[src/hw/clkpwr_pkg.sv]
// Purpose: shared constants and types for the sample clock and power mode block
// Assumes: register port is an 16-bit address, 8-bit data write/read strobe port
// Notes:   offsets are those of the register map; field positions chosen locally
package clkpwr_pkg;
    // ==========================================================
    // register offsets
    localparam logic [15:0] OFF_PWR_A      = 16'h003F;
    localparam logic [15:0] OFF_PWR_B      = 16'h0040;
    localparam logic [15:0] OFF_DIV_RATIO  = 16'h0108;
    localparam logic [15:0] OFF_DUTY_FIX   = 16'h011C;
    localparam logic [15:0] OFF_FILL_SEL   = 16'h0571;
    localparam logic [15:0] OFF_CTRL_BITS  = 16'h0572;
    // ==========================================================
    // field positions
    localparam int POS_PWR_MODE    = 0;   // [1:0] in control a
    localparam int POS_PIN_FUNC    = 4;   // [5:4] in control a
    localparam int POS_DIV_SEL     = 0;   // [1:0] ratio code
    localparam int POS_DIV_PHASE   = 4;   // [6:4] sysref phase
    localparam int POS_DIV_SYNC_EN = 7;
    localparam int POS_DUTY_EN     = 0;
    localparam int POS_FILL_K      = 7;
    // ==========================================================
    // reset values
    localparam logic [7:0] RST_PWR_A     = 8'h00;
    localparam logic [7:0] RST_PWR_B     = 8'h00;
    localparam logic [7:0] RST_DIV_RATIO = 8'h00;
    localparam logic [7:0] RST_DUTY_FIX  = 8'h00;
    localparam logic [7:0] RST_FILL_SEL  = 8'h00;
    localparam logic [7:0] RST_CTRL_BITS = 8'h00;
    localparam logic [7:0] K_CHAR        = 8'hBC;  // /K/ comma character
    localparam int         PIPE_DEPTH    = 4;      // converter sample latency
    // ==========================================================
    // types
    typedef enum logic [1:0] {PM_NORMAL, PM_POWER_DOWN, PM_STANDBY} pmode_type;
    typedef struct packed {
        logic        valid;
        logic        is_k;
        logic [15:0] word;
    } link_word_type;
endpackage

[src/hw/clkpwr_top.sv]
// Purpose: sample clock divider, duty fixer, power modes, overrange and threshold flags
// Assumes: request pin and sysref come from pins and are synchronised; sample, overrange and threshold inputs are not
// Notes:   converter cores run on the divided enable; link carries 4 channels
// ==========================================================
// Notes on behaviour
// divide incoming sample clock by software-chosen 1, 2, 4 or 8.
// host programs the ratio before applying a multiplied clock.
// valid sysref resets the divider to a programmed phase.
// duty fixer can be switched on by software.
// divided clock toward converters has a 50 percent duty cycle; at ratio 1 the code holds it high.
// high request pin asks for low power; default is full power-down.
// power-down by registers too; link stops while powered down.
// standby keeps link running and sends zero for every sample.
// fill select bit 7 sends /K/ characters instead in standby.
// overrange flag per channel, inserted as control bit when count above zero.
// overrange flag delayed exactly like its sample.
// independent threshold monitor and flag pin for each of four channels.
// pin low and no register request means normal operation.
module clkpwr_top #(
    parameter int CHANNELS = 4,
    parameter int SAMPLE_W = 14
) (
    input  wire logic                  I_CLOCK,
    input  wire logic                  I_RESETN,
    input  wire logic                  i_low_power_request_pin,
    input  wire logic                  i_sysref,
    input  wire logic                  i_reg_wr,
    input  wire logic                  i_reg_rd,
    input  wire logic [15:0]           i_reg_addr,
    input  wire logic [7:0]            i_reg_wdata,
    input  wire logic [CHANNELS*SAMPLE_W-1:0] i_sample,
    input  wire logic [CHANNELS-1:0]   i_over_range,
    input  wire logic [CHANNELS*SAMPLE_W-1:0] i_threshold,
    output logic [7:0]                 o_reg_rdata,
    output logic                       o_conv_clock,
    output logic                       o_conv_enable,
    output logic                       o_duty_cycle_fixer,
    output logic [1:0]                 o_power_mode,
    output logic                       o_link_enable,
    output logic [CHANNELS*18-1:0]     o_link_data,
    output logic [CHANNELS-1:0]        o_threshold_flag
);
    // ==========================================================
    // pin synchronisers
    logic [1:0] pin_sync_ff;
    logic [1:0] nxt_pin_sync;
    logic [1:0] sref_sync_ff;
    logic [1:0] nxt_sref_sync;
    logic       sref_last_ff;
    logic       nxt_sref_last;
    logic       pin_req;
    logic       sref_rise;

    // two-stage capture of the asynchronous pins
    always_comb begin
        nxt_pin_sync  = {pin_sync_ff[0], i_low_power_request_pin};
        nxt_sref_sync = {sref_sync_ff[0], i_sysref};
        nxt_sref_last = sref_sync_ff[1];
    end

    // synchroniser and edge history flops
    always_ff @(posedge I_CLOCK or negedge I_RESETN) begin
        if (!I_RESETN) begin
            pin_sync_ff  <= 2'h0;
            sref_sync_ff <= 2'h0;
            sref_last_ff <= 1'b0;
        end else begin
            pin_sync_ff  <= nxt_pin_sync;
            sref_sync_ff <= nxt_sref_sync;
            sref_last_ff <= nxt_sref_last;
        end
    end
    assign pin_req   = pin_sync_ff[1];
    assign sref_rise = sref_sync_ff[1] & ~sref_last_ff;

    // ==========================================================
    // register file
    logic [7:0] pwr_a_ff,  nxt_pwr_a;
    logic [7:0] pwr_b_ff,  nxt_pwr_b;
    logic [7:0] div_ff,    nxt_div;
    logic [7:0] duty_ff,   nxt_duty;
    logic [7:0] fill_ff,   nxt_fill;
    logic [7:0] cbits_ff,  nxt_cbits;
    logic [7:0] rdata_ff,  nxt_rdata;
    logic [1:0] mode_ff,   nxt_mode;

    // write decode and read mux; power b bits show live threshold flags
    always_comb begin
        nxt_pwr_a = pwr_a_ff;
        nxt_pwr_b = pwr_b_ff;
        nxt_div   = div_ff;
        nxt_duty  = duty_ff;
        nxt_fill  = fill_ff;
        nxt_cbits = cbits_ff;
        nxt_rdata = rdata_ff;
        if (i_reg_wr) begin
            case (i_reg_addr)
                clkpwr_pkg::OFF_PWR_A:     nxt_pwr_a = i_reg_wdata;
                clkpwr_pkg::OFF_PWR_B:     nxt_pwr_b = i_reg_wdata;
                clkpwr_pkg::OFF_DIV_RATIO: nxt_div   = i_reg_wdata;
                clkpwr_pkg::OFF_DUTY_FIX:  nxt_duty  = i_reg_wdata;
                clkpwr_pkg::OFF_FILL_SEL:  nxt_fill  = i_reg_wdata;
                clkpwr_pkg::OFF_CTRL_BITS: nxt_cbits = i_reg_wdata;
                default: ;
            endcase
        end
        if (i_reg_rd) begin
            case (i_reg_addr)
                clkpwr_pkg::OFF_PWR_A:     nxt_rdata = {pwr_a_ff[7:2], mode_ff};
                clkpwr_pkg::OFF_PWR_B:     nxt_rdata = {pwr_b_ff[7:4], o_threshold_flag[3:0]};
                clkpwr_pkg::OFF_DIV_RATIO: nxt_rdata = div_ff;
                clkpwr_pkg::OFF_DUTY_FIX:  nxt_rdata = duty_ff;
                clkpwr_pkg::OFF_FILL_SEL:  nxt_rdata = fill_ff;
                clkpwr_pkg::OFF_CTRL_BITS: nxt_rdata = cbits_ff;
                default:                   nxt_rdata = 8'h00;
            endcase
        end
    end

    // control registers and read data
    always_ff @(posedge I_CLOCK or negedge I_RESETN) begin
        if (!I_RESETN) begin
            pwr_a_ff <= clkpwr_pkg::RST_PWR_A;
            pwr_b_ff <= clkpwr_pkg::RST_PWR_B;
            div_ff   <= clkpwr_pkg::RST_DIV_RATIO;
            duty_ff  <= clkpwr_pkg::RST_DUTY_FIX;
            fill_ff  <= clkpwr_pkg::RST_FILL_SEL;
            cbits_ff <= clkpwr_pkg::RST_CTRL_BITS;
            rdata_ff <= 8'h00;
        end else begin
            pwr_a_ff <= nxt_pwr_a;
            pwr_b_ff <= nxt_pwr_b;
            div_ff   <= nxt_div;
            duty_ff  <= nxt_duty;
            fill_ff  <= nxt_fill;
            cbits_ff <= nxt_cbits;
            rdata_ff <= nxt_rdata;
        end
    end
    assign o_reg_rdata = rdata_ff;

    // ==========================================================
    // power mode selection
    logic [1:0] pin_func;
    always_comb begin
        pin_func = pwr_a_ff[clkpwr_pkg::POS_PIN_FUNC +: 2];
        nxt_mode = 2'(clkpwr_pkg::PM_NORMAL);
        if (pwr_a_ff[clkpwr_pkg::POS_PWR_MODE +: 2] == 2'(clkpwr_pkg::PM_POWER_DOWN) ||
            pwr_b_ff[clkpwr_pkg::POS_PWR_MODE +: 2] == 2'(clkpwr_pkg::PM_POWER_DOWN)) begin
            nxt_mode = 2'(clkpwr_pkg::PM_POWER_DOWN);
        end else if (pin_req && pin_func == 2'h1) begin
            nxt_mode = 2'(clkpwr_pkg::PM_STANDBY);
        end else if (pin_req && pin_func == 2'h0) begin
            nxt_mode = 2'(clkpwr_pkg::PM_POWER_DOWN);
        end else if (pwr_a_ff[clkpwr_pkg::POS_PWR_MODE +: 2] == 2'(clkpwr_pkg::PM_STANDBY) ||
                     pwr_b_ff[clkpwr_pkg::POS_PWR_MODE +: 2] == 2'(clkpwr_pkg::PM_STANDBY)) begin
            nxt_mode = 2'(clkpwr_pkg::PM_STANDBY);
        end
    end

    // current power mode
    always_ff @(posedge I_CLOCK or negedge I_RESETN) begin
        if (!I_RESETN) begin
            mode_ff <= 2'(clkpwr_pkg::PM_NORMAL);
        end else begin
            mode_ff <= nxt_mode;
        end
    end
    assign o_power_mode = mode_ff;

    // ==========================================================
    // clock divider: toggling output keeps 50 percent duty
    logic [2:0] div_cnt_ff, nxt_div_cnt;
    logic       cclk_ff,    nxt_cclk;
    logic       cen_ff,     nxt_cen;
    logic [2:0] half;
    always_comb begin
        case (div_ff[clkpwr_pkg::POS_DIV_SEL +: 2])
            2'h0:    half = 3'h0;
            2'h1:    half = 3'h0;
            2'h2:    half = 3'h1;
            default: half = 3'h3;
        endcase
        nxt_div_cnt = div_cnt_ff;
        nxt_cclk    = cclk_ff;
        nxt_cen     = 1'b0;
        if (mode_ff == 2'(clkpwr_pkg::PM_POWER_DOWN)) begin
            nxt_div_cnt = 3'h0;
            nxt_cclk    = 1'b0;
        end else if (sref_rise && div_ff[clkpwr_pkg::POS_DIV_SYNC_EN]) begin
            nxt_div_cnt = div_ff[clkpwr_pkg::POS_DIV_PHASE +: 3] & half;
            nxt_cclk    = 1'b0;
        end else if (div_ff[clkpwr_pkg::POS_DIV_SEL +: 2] == 2'h0) begin
            nxt_cen     = 1'b1;
            nxt_cclk    = 1'b1;
        end else if (div_cnt_ff >= half) begin
            nxt_div_cnt = 3'h0;
            nxt_cclk    = ~cclk_ff;
            nxt_cen     = ~cclk_ff;
        end else begin
            nxt_div_cnt = div_cnt_ff + 3'h1;
        end
    end

    // divider count, divided clock and enable
    always_ff @(posedge I_CLOCK or negedge I_RESETN) begin
        if (!I_RESETN) begin
            div_cnt_ff <= 3'h0;
            cclk_ff    <= 1'b0;
            cen_ff     <= 1'b0;
        end else begin
            div_cnt_ff <= nxt_div_cnt;
            cclk_ff    <= nxt_cclk;
            cen_ff     <= nxt_cen;
        end
    end
    assign o_conv_clock  = cclk_ff;
    assign o_conv_enable = cen_ff;

    // duty fixer enable straight from its control bit
    logic dfix_ff, nxt_dfix;
    always_comb nxt_dfix = duty_ff[clkpwr_pkg::POS_DUTY_EN];
    // fixer enable register
    always_ff @(posedge I_CLOCK or negedge I_RESETN) begin
        if (!I_RESETN) dfix_ff <= 1'b0;
        else           dfix_ff <= nxt_dfix;
    end
    assign o_duty_cycle_fixer = dfix_ff;

    // ==========================================================
    // per channel sample path, overrange and threshold flag
    wire  logic [CHANNELS*18-1:0] link_words;
    wire  logic [CHANNELS-1:0]    thr_bits;
    logic                         lnk_en_ff, nxt_lnk_en;

    // link stops only in power-down; standby keeps it running
    always_comb nxt_lnk_en = (mode_ff != 2'(clkpwr_pkg::PM_POWER_DOWN));
    always_ff @(posedge I_CLOCK or negedge I_RESETN) begin
        if (!I_RESETN) lnk_en_ff <= 1'b0;
        else           lnk_en_ff <= nxt_lnk_en;
    end
    assign o_link_enable = lnk_en_ff;

    genvar ch;
    generate
        for (ch = 0; ch < CHANNELS; ch++) begin : g_ch
            logic [SAMPLE_W:0]   pipe_ff  [clkpwr_pkg::PIPE_DEPTH];
            logic [SAMPLE_W:0]   nxt_pipe [clkpwr_pkg::PIPE_DEPTH];
            logic [17:0]         word_ff, nxt_word;
            logic                thr_ff,  nxt_thr;
            logic [SAMPLE_W-1:0] mag;

            // sample and flag share one pipeline so latency matches
            always_comb begin
                for (int i = 0; i < clkpwr_pkg::PIPE_DEPTH; i++) nxt_pipe[i] = pipe_ff[i];
                if (cen_ff) begin
                    nxt_pipe[0] = {i_over_range[ch], i_sample[ch*SAMPLE_W +: SAMPLE_W]};
                    for (int i = 1; i < clkpwr_pkg::PIPE_DEPTH; i++) nxt_pipe[i] = pipe_ff[i-1];
                end
            end
            // pipeline registers, advanced only by the converter enable
            always_ff @(posedge I_CLOCK or negedge I_RESETN) begin
                if (!I_RESETN) begin
                    for (int i = 0; i < clkpwr_pkg::PIPE_DEPTH; i++) pipe_ff[i] <= '0;
                end else begin
                    for (int i = 0; i < clkpwr_pkg::PIPE_DEPTH; i++) pipe_ff[i] <= nxt_pipe[i];
                end
            end

            // link word: sample, overrange control bit, standby fill
            always_comb begin
                mag = pipe_ff[0][SAMPLE_W-1] ? SAMPLE_W'(-pipe_ff[0][SAMPLE_W-1:0])
                                              : pipe_ff[0][SAMPLE_W-1:0];
                nxt_thr  = (mag > i_threshold[ch*SAMPLE_W +: SAMPLE_W]);
                nxt_word = {1'b0, 1'b0, pipe_ff[clkpwr_pkg::PIPE_DEPTH-1][SAMPLE_W-1:0],
                            (cbits_ff != 8'h00) & pipe_ff[clkpwr_pkg::PIPE_DEPTH-1][SAMPLE_W], 1'b0};
                if (mode_ff == 2'(clkpwr_pkg::PM_STANDBY)) begin
                    if (fill_ff[clkpwr_pkg::POS_FILL_K])
                        nxt_word = {1'b1, 1'b0, 8'h00, clkpwr_pkg::K_CHAR};
                    else
                        nxt_word = 18'h0_0000;
                end else if (mode_ff == 2'(clkpwr_pkg::PM_POWER_DOWN)) begin
                    nxt_word = 18'h0_0000;
                end
            end
            // link word and threshold flag registers
            always_ff @(posedge I_CLOCK or negedge I_RESETN) begin
                if (!I_RESETN) begin
                    word_ff <= 18'h0_0000;
                    thr_ff  <= 1'b0;
                end else begin
                    word_ff <= nxt_word;
                    thr_ff  <= nxt_thr;
                end
            end
            // each channel drives only its own slice of the outputs
            assign link_words[ch*18 +: 18] = word_ff;
            assign thr_bits[ch]            = thr_ff;
        end
    endgenerate
    assign o_link_data      = link_words;
    assign o_threshold_flag = thr_bits;
endmodule // clkpwr_top

[config.mk]
export PLATFORM = sky130hd
export DESIGN_NAME = clkpwr_top
export DESIGN_NICKNAME = d
export VERILOG_FILES = /design/src/hw/clkpwr_pkg.sv /design/src/hw/clkpwr_top.sv
export SDC_FILE = /design/constraint.sdc
export NUM_CORES = 1
export LEC_CHECK = 0
export ABC_AREA = 1
export BUFFER_PORTS_ARGS = -buffer_cell sky130_fd_sc_hd__buf_2
export CORE_ASPECT_RATIO = 0.6
export CORE_MARGIN = 1.5
export CORE_UTILIZATION = 55
export CTS_CLUSTER_SIZE = 14
export DETAILED_ROUTE_END_ITERATION = 7
export PLACE_DENSITY = 0.77
export REMOVE_ABC_BUFFERS = 1
export SLEW_MARGIN = 30
export SYNTH_ARGS = -nofsm -noshare
export SYNTH_HDL_FRONTEND = slang
export SYNTH_SLANG_ARGS = --single-unit
[constraint.sdc]
create_clock -name I_CLOCK -period 4 [get_ports I_CLOCK]
set_input_delay 0.8 -clock I_CLOCK [delete_from_list [all_inputs] [get_ports I_CLOCK]]
set_output_delay 0.8 -clock I_CLOCK [all_outputs]
set_load 0.02 [all_outputs]
======== Yosys cells after proc, flatten, opt, wreduce, memory -nomap -nowiden ========
Index checks and enable logic that the tools add are counted.
operators by class
  add/sub/neg operators ................... 5
  $lt $le $gt $ge ......................... 5
  eq/ne operators ......................... 17
  mux-type cells .......................... 31
  bitwise logic cells ..................... 8
  reductions and logical operators ........ 16
operator list
  cell                  number
  $mux 18               5
  $mux 16               4
  $gt 14x14->1          4
  $mux 14               4
  $neg 14->14           4
  $pmux 8 s6            1
  $eq 16x11->1 const B  2
  $eq 16x9->1 const B   2
  $eq 16x6->1 const B   1
  $eq 16x7->1 const B   1
  $mux 3                4
  $reduce_and 2->1      6
  $eq 2x1->1 const B    5
  $eq 2x2->1 const B    4
  $mux 1                8
  $mux 2                4
  $reduce_bool 8->1     1
  $and 1x1->1           5
  $logic_not 2->1       2
  $pmux 2 s2            1
  $reduce_bool 4->1     1
  $add 3x1->3 const B   1
  $and 3x3->3           1
  $ge 3x3->1            1
  6 further kinds       10
storage, ports and cells
  register bits ........................... 386
  bits of input ports ..................... 146
  logic and storage cells ................. 122

======== Logic depth before layout (Yosys ltp) ========
Gate-level depths: netlist of the first run.
  depth after elaboration ................. 8
  depth in mapped cells ................... 16
  depth with buffers taken out ............ 16

======== Least setup slack after synthesis of the first run ========
Ideal clock, no wire load.
  kind .................................... register -> register
  start ................................... reg g_ch[1].pipe_ff[45] in the netlist's numbering
  end ..................................... reg g_ch[1].thr_ff
  library setup time ...................... 77 ps
  arrival ................................. 2254 ps
  path slack .............................. 1669 ps
  stages on the path, launching flop included .. 14
  buffers on the path ..................... 0
  cell sequence ........................... dfrtp_1 -> inv_1 -> ha_1 -> nand4_1 -> o21ai_0 -> nand2_1 -> xor2_1 -> ha_1 -> nand2_1 -> inv_1 -> nand3_1 -> or2_2 -> o21bai_1 -> a21oi_1
between the ends
  word-level cells in the longest chain between the ends .. 3
RTL lines
  what                  line               source
  from (decl)           clkpwr_top.sv:247  logic [SAMPLE_W:0] pipe_ff [clkpwr_pkg::PIPE_DEPTH];
  $neg 14->14           clkpwr_top.sv:272  mag = pipe_ff[0][SAMPLE_W-1] ? SAMPLE_W'(-pipe_ff[0][SAMPLE_W-1:0])
  $mux 14 *             clkpwr_top.sv:272
  $gt 14x14->1 *        clkpwr_top.sv:274  nxt_thr = (mag > i_threshold[ch*SAMPLE_W +: SAMPLE_W]);
  via g_ch[1].nxt_thr   clkpwr_top.sv:250  logic thr_ff, nxt_thr;
  to (signal assigned)  clkpwr_top.sv:293  thr_ff <= nxt_thr;
  to (decl)             clkpwr_top.sv:250
The timed path passes the listed nets; every way through them passes the cells marked *.
A chain may end at the register's enable or synchronous reset.

======== Final worst setup path of the first run ========
  start ................................... reg g_ch[1].pipe_ff[46] in the netlist's numbering
  end ..................................... reg g_ch[1].thr_ff
The elaborated chain is that of the path after synthesis.

==> metrics.md, run 1 <==
| Metric | Value |
|---|---|
| Outcome | finished clean |
| CTS tree | built |
| Max Fclk | 0.357 GHz |
| Final ANT Viol Nets | 0 |
| Crit path DAT | 3.25 ns |
| Clock root cell | clkbuf_16 |
| Vias in the first global route | 12200 |
| Routed Wire Length | 37.2 mm |
| LEAKAGE | 10.5 nW |
| Top cell type's share of synthesized area | 55.3% |
| CP Max Fanout | 6 |
| P&R area growth vs syn | 14.8% |
| Minimum clock period | 2.80 ns |
| Initial Util | 56.2% |
| CP Data Required Time | 4.45 ns |
| Clock Sinks | ~370 |
| CTS clk-pin slew, worst paths | 0.06 ns |
| Fin crit share | between 70% and 80% |
| Drt initial violations | 1004 |
| Number of vias per cell | 5.18 |
| Tot Pwr | around 7.3 mW |
| Row cnt | 49 |
| Port bufs | between 200 and 250 |
| Die Y-Extent | 139 µm |
| Critical Path End Type | flop |
| Number of max-cap violations | 0 |
| Yosys warns | 0 |
| Hold crit path type | in -> async |
| Number of setup violations in the final report | 0 |
| Drt wl/cell | between 15 and 20 µm |
| Sequential fraction of the synthesis area | 55.3% |
| DRC Markers | 0 |
| Hold_buf cts | 0 |
| Max-slew violations | 0 |
| Worst Path Buf+Inv | 2 |
| Via count | 12500 |
| Cells after synthesis | 1778 |
| CP Cell Sequence | inv_1 > ha_1 > nand4_1 > o21ai_0 > nand2_1 > xor2_1 > ha_1 > nand2_1 > inv_1 > nand3_1 > or2_2 > o21bai_1 > a21oi_1 |
| Synth area leaders | dfrtp_1 55%, nand2_1 6.6%, o21ai_0 5.4% |
| Htree depth | 2 |
| Clock Path Buffers | 3 |
| Layout Nets | 2184 |
| Die Area | 0.0318 mm² |
| CP Launch Type | flop |
| Boundary Pins | approximately 240 |
| First-pass GRT wire length | 61.3 mm |
| Post-Syn Area | about 0.017 mm² |
| All-Layer GR Usage | 23.8% |
| Avg Inst Size Synth | 9.49 µm² |
| Pre-antenna DRT Iters | 5 |
| Initial antenna violation count | 0 |
| Commonest non-fill, non-tap cells in the layout | 372 x dfrtp_1, 293 x nand2_1, 229 x inv_1 |
| Post-synth cell types | 35 |
| Setup Fix Bufs, Post-CTS | 0 |
| Yosys reg bits | 373 |
| ANT cells | 0 |
| Worst-margin pin slew | ~0.70 ns |
| GRT overflow | 0 |
| Hold Violations, Final | 0 |
| CP top delay family | simple AND/OR/NAND/NOR gates |
| Worst path max stage delay | 0.45 ns |
| RSZ-0062 raised after global routing | no |
| Clock Skew | 0.0137 ns |
| CTS Buf Count | 36 |
| Commonest non-fill, non-tap cell in the layout | dfrtp_1 |
| Largest net degree at the start of global routing | ~260 |
| Worst skew pair latency | approximately 0.53 ns |
| Fin util | 64.5% |
| Layout cells sized above 1 | 19.4% |
| Cts repair resizes | 0 |
| Max_slew headroom | 53.6% |
| Detailed Place HPWL | 26.2 mm |
| Slowest-stage cell, CP | o21ai_0 |
| Largest area contributor in the netlist | dfrtp_1 |
| Core footprint | 0.0300 mm² |
| Peak VDD IR | 0.267 mV |
| P per Cell Area | 376 mW/mm² |
| Die span in x | ~230 µm |
| Critical path class | reg -> reg |
| GPL Wtd Cong | 0.916 |
## cell usage after synthesis, drive strengths merged
| cell | count |
|---|---|
| mux2 | 60 |
| o21bai | 4 |
| o21ai | 203 |
| o21a | 19 |
| conb | 1 |
| buf | 52 |
| nor3 | 11 |
| nand2 | 302 |
| dfrtp | 373 |
| nor4 | 4 |
| nand3 | 68 |
| a21oi | 99 |
| clkbuf | 33 |
| xor2 | 38 |
| nor2 | 190 |
| or2 | 2 |
| nand4 | 12 |
| inv | 229 |
| o31ai | 2 |
| ha | 63 |
| o221ai | 1 |
| a31oi | 6 |
| o211ai | 6 |
## metrics by stage
step	instance area (µm²)	worst slack [ns]	setup TNS [ns]	hold WS, ns	instances
floorplan	16400	-3.38	-790.78	0.331	1700
global placement	18200	1.37	0	0.334	2344
detailed placement	18200	1.25	0	0.336	2344
CTS	19300	1.23	0	0.308	2405
global route	19400	0.938	0	0.349	2406
finish	19400	1.20	0	0.295	2406
## cell families after synthesis
family | count (synthesis) | share of synthesized area, %
AO/OA/AOI/OAI | 340 | 10.8
XOR/XNOR | 38 | 1.97
adder cells (fa/ha/maj) | 63 | 4.67
buffers and inverters | 314 | 7.86
flip-flops | 373 | 55.3
multiplexers | 60 | 4.00
other | 1 | 0.0222
AND/OR/NAND/NOR | 589 | 15.4
## worst paths after layout
check,depth (start not counted),to,slack [ns],startpoint
max reg2reg,13,g_ch[1].thr_ff$_DFF_PN0_,1.20,g_ch[1].pipe_ff[46]$_DFFE_PN0P_
min in group I_CLOCK,0,sref_sync_ff[1]$_DFF_PN0_,0.35,sref_sync_ff[0]$_DFF_PN0_
max in group asynchronous,2,o_conv_enable$_DFF_PN0_,2.84,I_RESETN
max,13,g_ch[1].thr_ff$_DFF_PN0_,1.20,g_ch[1].pipe_ff[46]$_DFFE_PN0P_
min reg2reg,0,sref_sync_ff[1]$_DFF_PN0_,0.35,sref_sync_ff[0]$_DFF_PN0_
min,1,g_ch[3].pipe_ff[25]$_DFFE_PN0P_,0.29,I_RESETN
## worst reg2reg max path, delay by kind of cell, from the launching register on
family	cells	cell delay (ns)
AO/OA/AOI/OAI	3	0.73
XOR/XNOR	1	0.17
adder cells (fa/ha/maj)	2	0.50
buffers and inverters	2	0.21
flip-flops	1	0.38
AND/OR/NAND/NOR	5	0.75
## sequential cells by signal, indices dropped and copies added, names as in the netlist
| register | count |
|---|---|
| cbits_ff | 8 |
| div_cnt_ff | 3 |
| div_ff | 8 |
| duty_ff | 8 |
| fill_ff | 8 |
| g_ch.pipe_ff | 240 |
| g_ch.thr_ff | 4 |
| g_ch.word_ff | 61 |
| o_conv_clock | 1 |
| o_conv_enable | 1 |
| o_duty_cycle_fixer | 1 |
| o_link_enable | 1 |
| o_power_mode | 2 |
| o_reg_rdata | 8 |
| pin_sync_ff | 2 |
| pwr_a_ff | 8 |
| pwr_b_ff | 6 |
| sref_last_ff | 1 |
| sref_sync_ff | 2 |
## layout make-up
type | instances | area (µm²)
fill | 2432 | 10700
multi-input combinational | 1098 | 6250
inverter | 229 | 860
clock inverter | 11 | 62.6
clock buffer | 50 | 1030
tap | 408 | 510
timing repair buffer | 237 | 1320
sequential | 373 | 9340
## metal layers
metal | vias up | share of wire (%) | GRT usage (%)
met5 | - | 0 | 0
met4 | 0 | 1.9 | 5.85
met3 | 59 | 5.6 | 4.15
met2 | 321 | 45 | 36.9
met1 | 6018 | 48 | 35.2
li1 | 6076 | - | -
## power by group
part / switching (mW) / internal [mW]
clock: 1.41 / 1.81
combinational: 0.180 / 0.0921
sequential: 0.00471 / 3.78
total: 1.60 / 5.68
No activity file was read; power rests on OpenSTA's default activity.
==> run 2, diff against run 1 <==
Settings changed: CORE_UTILIZATION 55 to 52, PLACE_DENSITY 0.77 to 0.76.
Clock period 4 ns to 2.4 ns, I/O delays scaled along.
==> run 2 against run 1 <==
Net effect:
- the run now ends with setup timing left
- fmax grew 16%
- sequential share of layout area fell by 1.8 points
- clock skew is 0.0012 ns lower
- register-to-register slack got worse by 1.2 ns
- critical endpoint unchanged
==> metrics.md, run 2 (synthesis gave the netlist of run 1 again) <==
| Metric | Value |
|---|---|
| Outcome | finished, violations left (was finished clean) |
| Failing checks | setup timing |
| Max-slew violations | 0 (unchanged) |
| Net Sw Frac | 21.7% (was 22.0%) |
| Clock Path Buffers | 3 (unchanged) |
| Minimum clock period | 2.41 ns (was 2.80 ns) |
| Dpl cells | 2383 (was 2344) |
| P&R area growth vs syn | 19.1% (was 14.8%) |
| Pre-CTS setup slack | -0.0621 ns (was 1.25 ns) |
| Worst-margin pin slew | 0.612 ns (was 0.696 ns) |
| Final worst slack | -0.00737 ns (was 1.20 ns) |
| Critical path class | reg -> reg (unchanged) |
| Layout cells sized above 1 | 23.5% (was 19.4%) |
| Fin util | 63.7% (was 64.5%) |
| Die Y-Extent | 143 µm (was 139 µm) |
| ANT cells | 0 (unchanged) |
| Hold WS | 0.0600 ns (was 0.295 ns) |
| Initial Util | 53.5% (was 56.2%) |
| Clock root cell | clkbuf_16 (unchanged) |
| Die span in x | 236 µm (was 229 µm) |
| LEAKAGE | 10.8 nW (was 10.5 nW) |
| GPL Wtd Cong | 0.915 (was 0.916) |
| Crit path DAT | 2.86 ns (was 3.25 ns) |
| Fin crit share | 100% (was 70.0%) |
| Comb pwr share | 3.8% (was 3.7%) |
| Largest net degree at the start of global routing | 105 (was 263) |
| Boundary Pins | 236 (unchanged) |
| Number of setup violations in the final report | 1 (was 0) |
| Drt wl/cell | 16.1 µm (was 15.5 µm) |
| RSZ-0062 raised after global routing | yes (was no) |
| Drt initial violations | 894 (was 1004) |
| CTS tree | built (unchanged) |
| Fillers | 2557 (was 2432) |
| DRC Markers | 0 (unchanged) |
| Tot Pwr | 12.9 mW (was 7.28 mW) |
| Commonest non-fill, non-tap cell in the layout | dfrtp_1 (unchanged) |
| CP Data Required Time | 2.85 ns (was 4.45 ns) |
| Layout Nets | 2226 (was 2184) |
| CP Launch Type | flop (unchanged) |
| First-pass GRT wire length | 63.4 mm (was 61.3 mm) |
| Initial antenna violation count | 0 (unchanged) |
| Largest registers in the final layout | g_ch.pipe_ff x240, g_ch.word_ff x61 (unchanged) |
| Int Power | 10.1 mW (was 5.68 mW) |
| Clock Sinks | 373 (unchanged) |
| All-Layer GR Usage | 23.6% (was 23.8%) |
| Final ANT Viol Nets | 0 (unchanged) |
| Finished Layout Cells | 2461 (was 2406) |
| Vias in the first global route | 12600 (was 12200) |
| Reg2reg setup slack | -0.007 ns (was 1.20 ns) |
| Htree depth | 2 (unchanged) |
| GRT overflow | 0 (unchanged) |
| Max Fclk | 0.415 GHz (was 0.357 GHz) |
| Max_slew headroom | 58.9% (was 53.6%) |
| CP Max Fanout | 3 (was 6) |
| Largest register by flop count | g_ch.pipe_ff (unchanged) |
| Die Area | 0.0336 mm² (was 0.0318 mm²) |
| Via count | 12700 (was 12500) |
| Pre-antenna DRT Iters | 5 (unchanged) |
| Row cnt | 50 (was 49) |
| Peak VDD IR | 0.394 mV (was 0.267 mV) |
| Commonest non-fill, non-tap cells in the layout | 372 x dfrtp_1, 285 x nand2_1, 226 x buf_2 (was 372 x dfrtp_1, 293 x nand2_1, 229 x inv_1) |
| Number of max-cap violations | 0 (unchanged) |
| Port bufs | 227 (unchanged) |
| Sw Pwr | 2.80 mW (was 1.60 mW) |
| Number of vias per cell | 5.17 (was 5.18) |
| Number of flip-flops in the largest register | 240 (unchanged) |
| Core footprint | 0.0315 mm² (was 0.0300 mm²) |
| Clock Skew | 0.0125 ns (was 0.0137 ns) |
| Seq pwr share | 48.9% (was 52.0%) |
| Hold Violations, Final | 0 (unchanged) |
| Routed Wire Length | 39.5 mm (was 37.2 mm) |
| Hold crit path type | in -> reg (was in -> async) |
| CTS Buf Count | 38 (was 36) |
| P per Cell Area | 642 mW/mm² (was 376 mW/mm²) |
| Worst skew pair latency | 0.53 ns (about the same) |
| CTS clk-pin slew, worst paths | 0.06 ns (about the same) |
| Detailed Place HPWL | 28.1 mm (was 26.2 mm) |
| Clock power frac | 47.3% (was 44.3%) |
| Critical Path End Type | flop (unchanged) |
-- run 2: changes by cell type in the layout (fill, tap and decap cells not counted), moves of 7 or more --
cell and change:
buf_4 +36, inv_1 -10, inv_2 +10, nand2_2 +9
ha_1 -8, nand2_1 -8, nor2_1 -8, ha_4 +7
nand3_1 -7, nand3_2 +7, o21ai_0 -7
-- run 2: metal layers --
layer / track usage [%] / routed length (µm)
met5: 0 / 0
met4: 7.03 / 814
met3: 4.48 / 2240
met2: 36.8 / 18000
met1: 33.8 / 18500
-- run 2: final cells by class --
cell class,count,area [µm²],area share (%)
flip-flops and latches,373,9340,46.5
multi-input cells,1098,6470,32.2
repair buffers,277,1630,8.12
clock buffers,57,1150,5.70
inverters,229,860,4.28
well taps,416,520,2.59
clock inverters,11,139,0.691
-- run 2: worst paths after layout --
kind / startpoint / cells past startpoint / to
min in group asynchronous: I_RESETN / 2 / g_ch[3].pipe_ff[10]$_DFFE_PN0P_
worst min register to register: pin_sync_ff[0]$_DFF_PN0_ / 0 / pin_sync_ff[1]$_DFF_PN0_
max in group asynchronous: I_RESETN / 3 / g_ch[1].pipe_ff[37]$_DFFE_PN0P_
worst max register to register: g_ch[1].pipe_ff[49]$_DFFE_PN0P_ / 12 / g_ch[1].thr_ff$_DFF_PN0_
worst max-delay path: g_ch[1].pipe_ff[49]$_DFFE_PN0P_ / 12 / g_ch[1].thr_ff$_DFF_PN0_
worst min-delay path: i_low_power_request_pin / 1 / pin_sync_ff[0]$_DFF_PN0_
-- run 2: through the flow --
step	cell area (µm²)	setup TNS, ns
after floorplan	16400	-1176.06
after global placement	18500	-0.00221
after detailed placement	18500	-0.0621
after CTS	19800	0
after global routing	20100	-0.168
final	20100	-0.00737
-- run 2: power by group through the flow --
stage	logic (mW)	clock network (mW)	registers (mW)
after floorplan	0.126	0	6.44
after global placement	0.467	0	6.42
after detailed placement	0.479	0	6.43
after CTS	0.485	6.21	6.31
after global routing	0.549	6.49	6.31
final	0.488	6.10	6.31
-- run 2: worst max-delay path: stages, from the launching register on --
cell and delay [ns]:
dfrtp_1 0.41, nor2_2 0.17, nand4_1 0.19, nor3_1 0.22, buf_4 0.16, nand2_1 0.10, nand3_2 0.08, nand2_2 0.07
ha_4 0.28, nand4_1 0.09, or2_4 0.26, o21bai_4 0.17, a21oi_2 0.14
-- run 2: repair_timing --
| item | 4_1_cts | 5_1_grt |
|---|---|---|
| endpoints found under the hold margin | 45 | 0 |
| endpoints found under the setup margin | 2 | 4 |
| setup buffers | 2 | 7 |
| resized for setup | 8 | 57 |
| hold buffers | 1 | 0 |
| pin swaps | 3 | 22 |
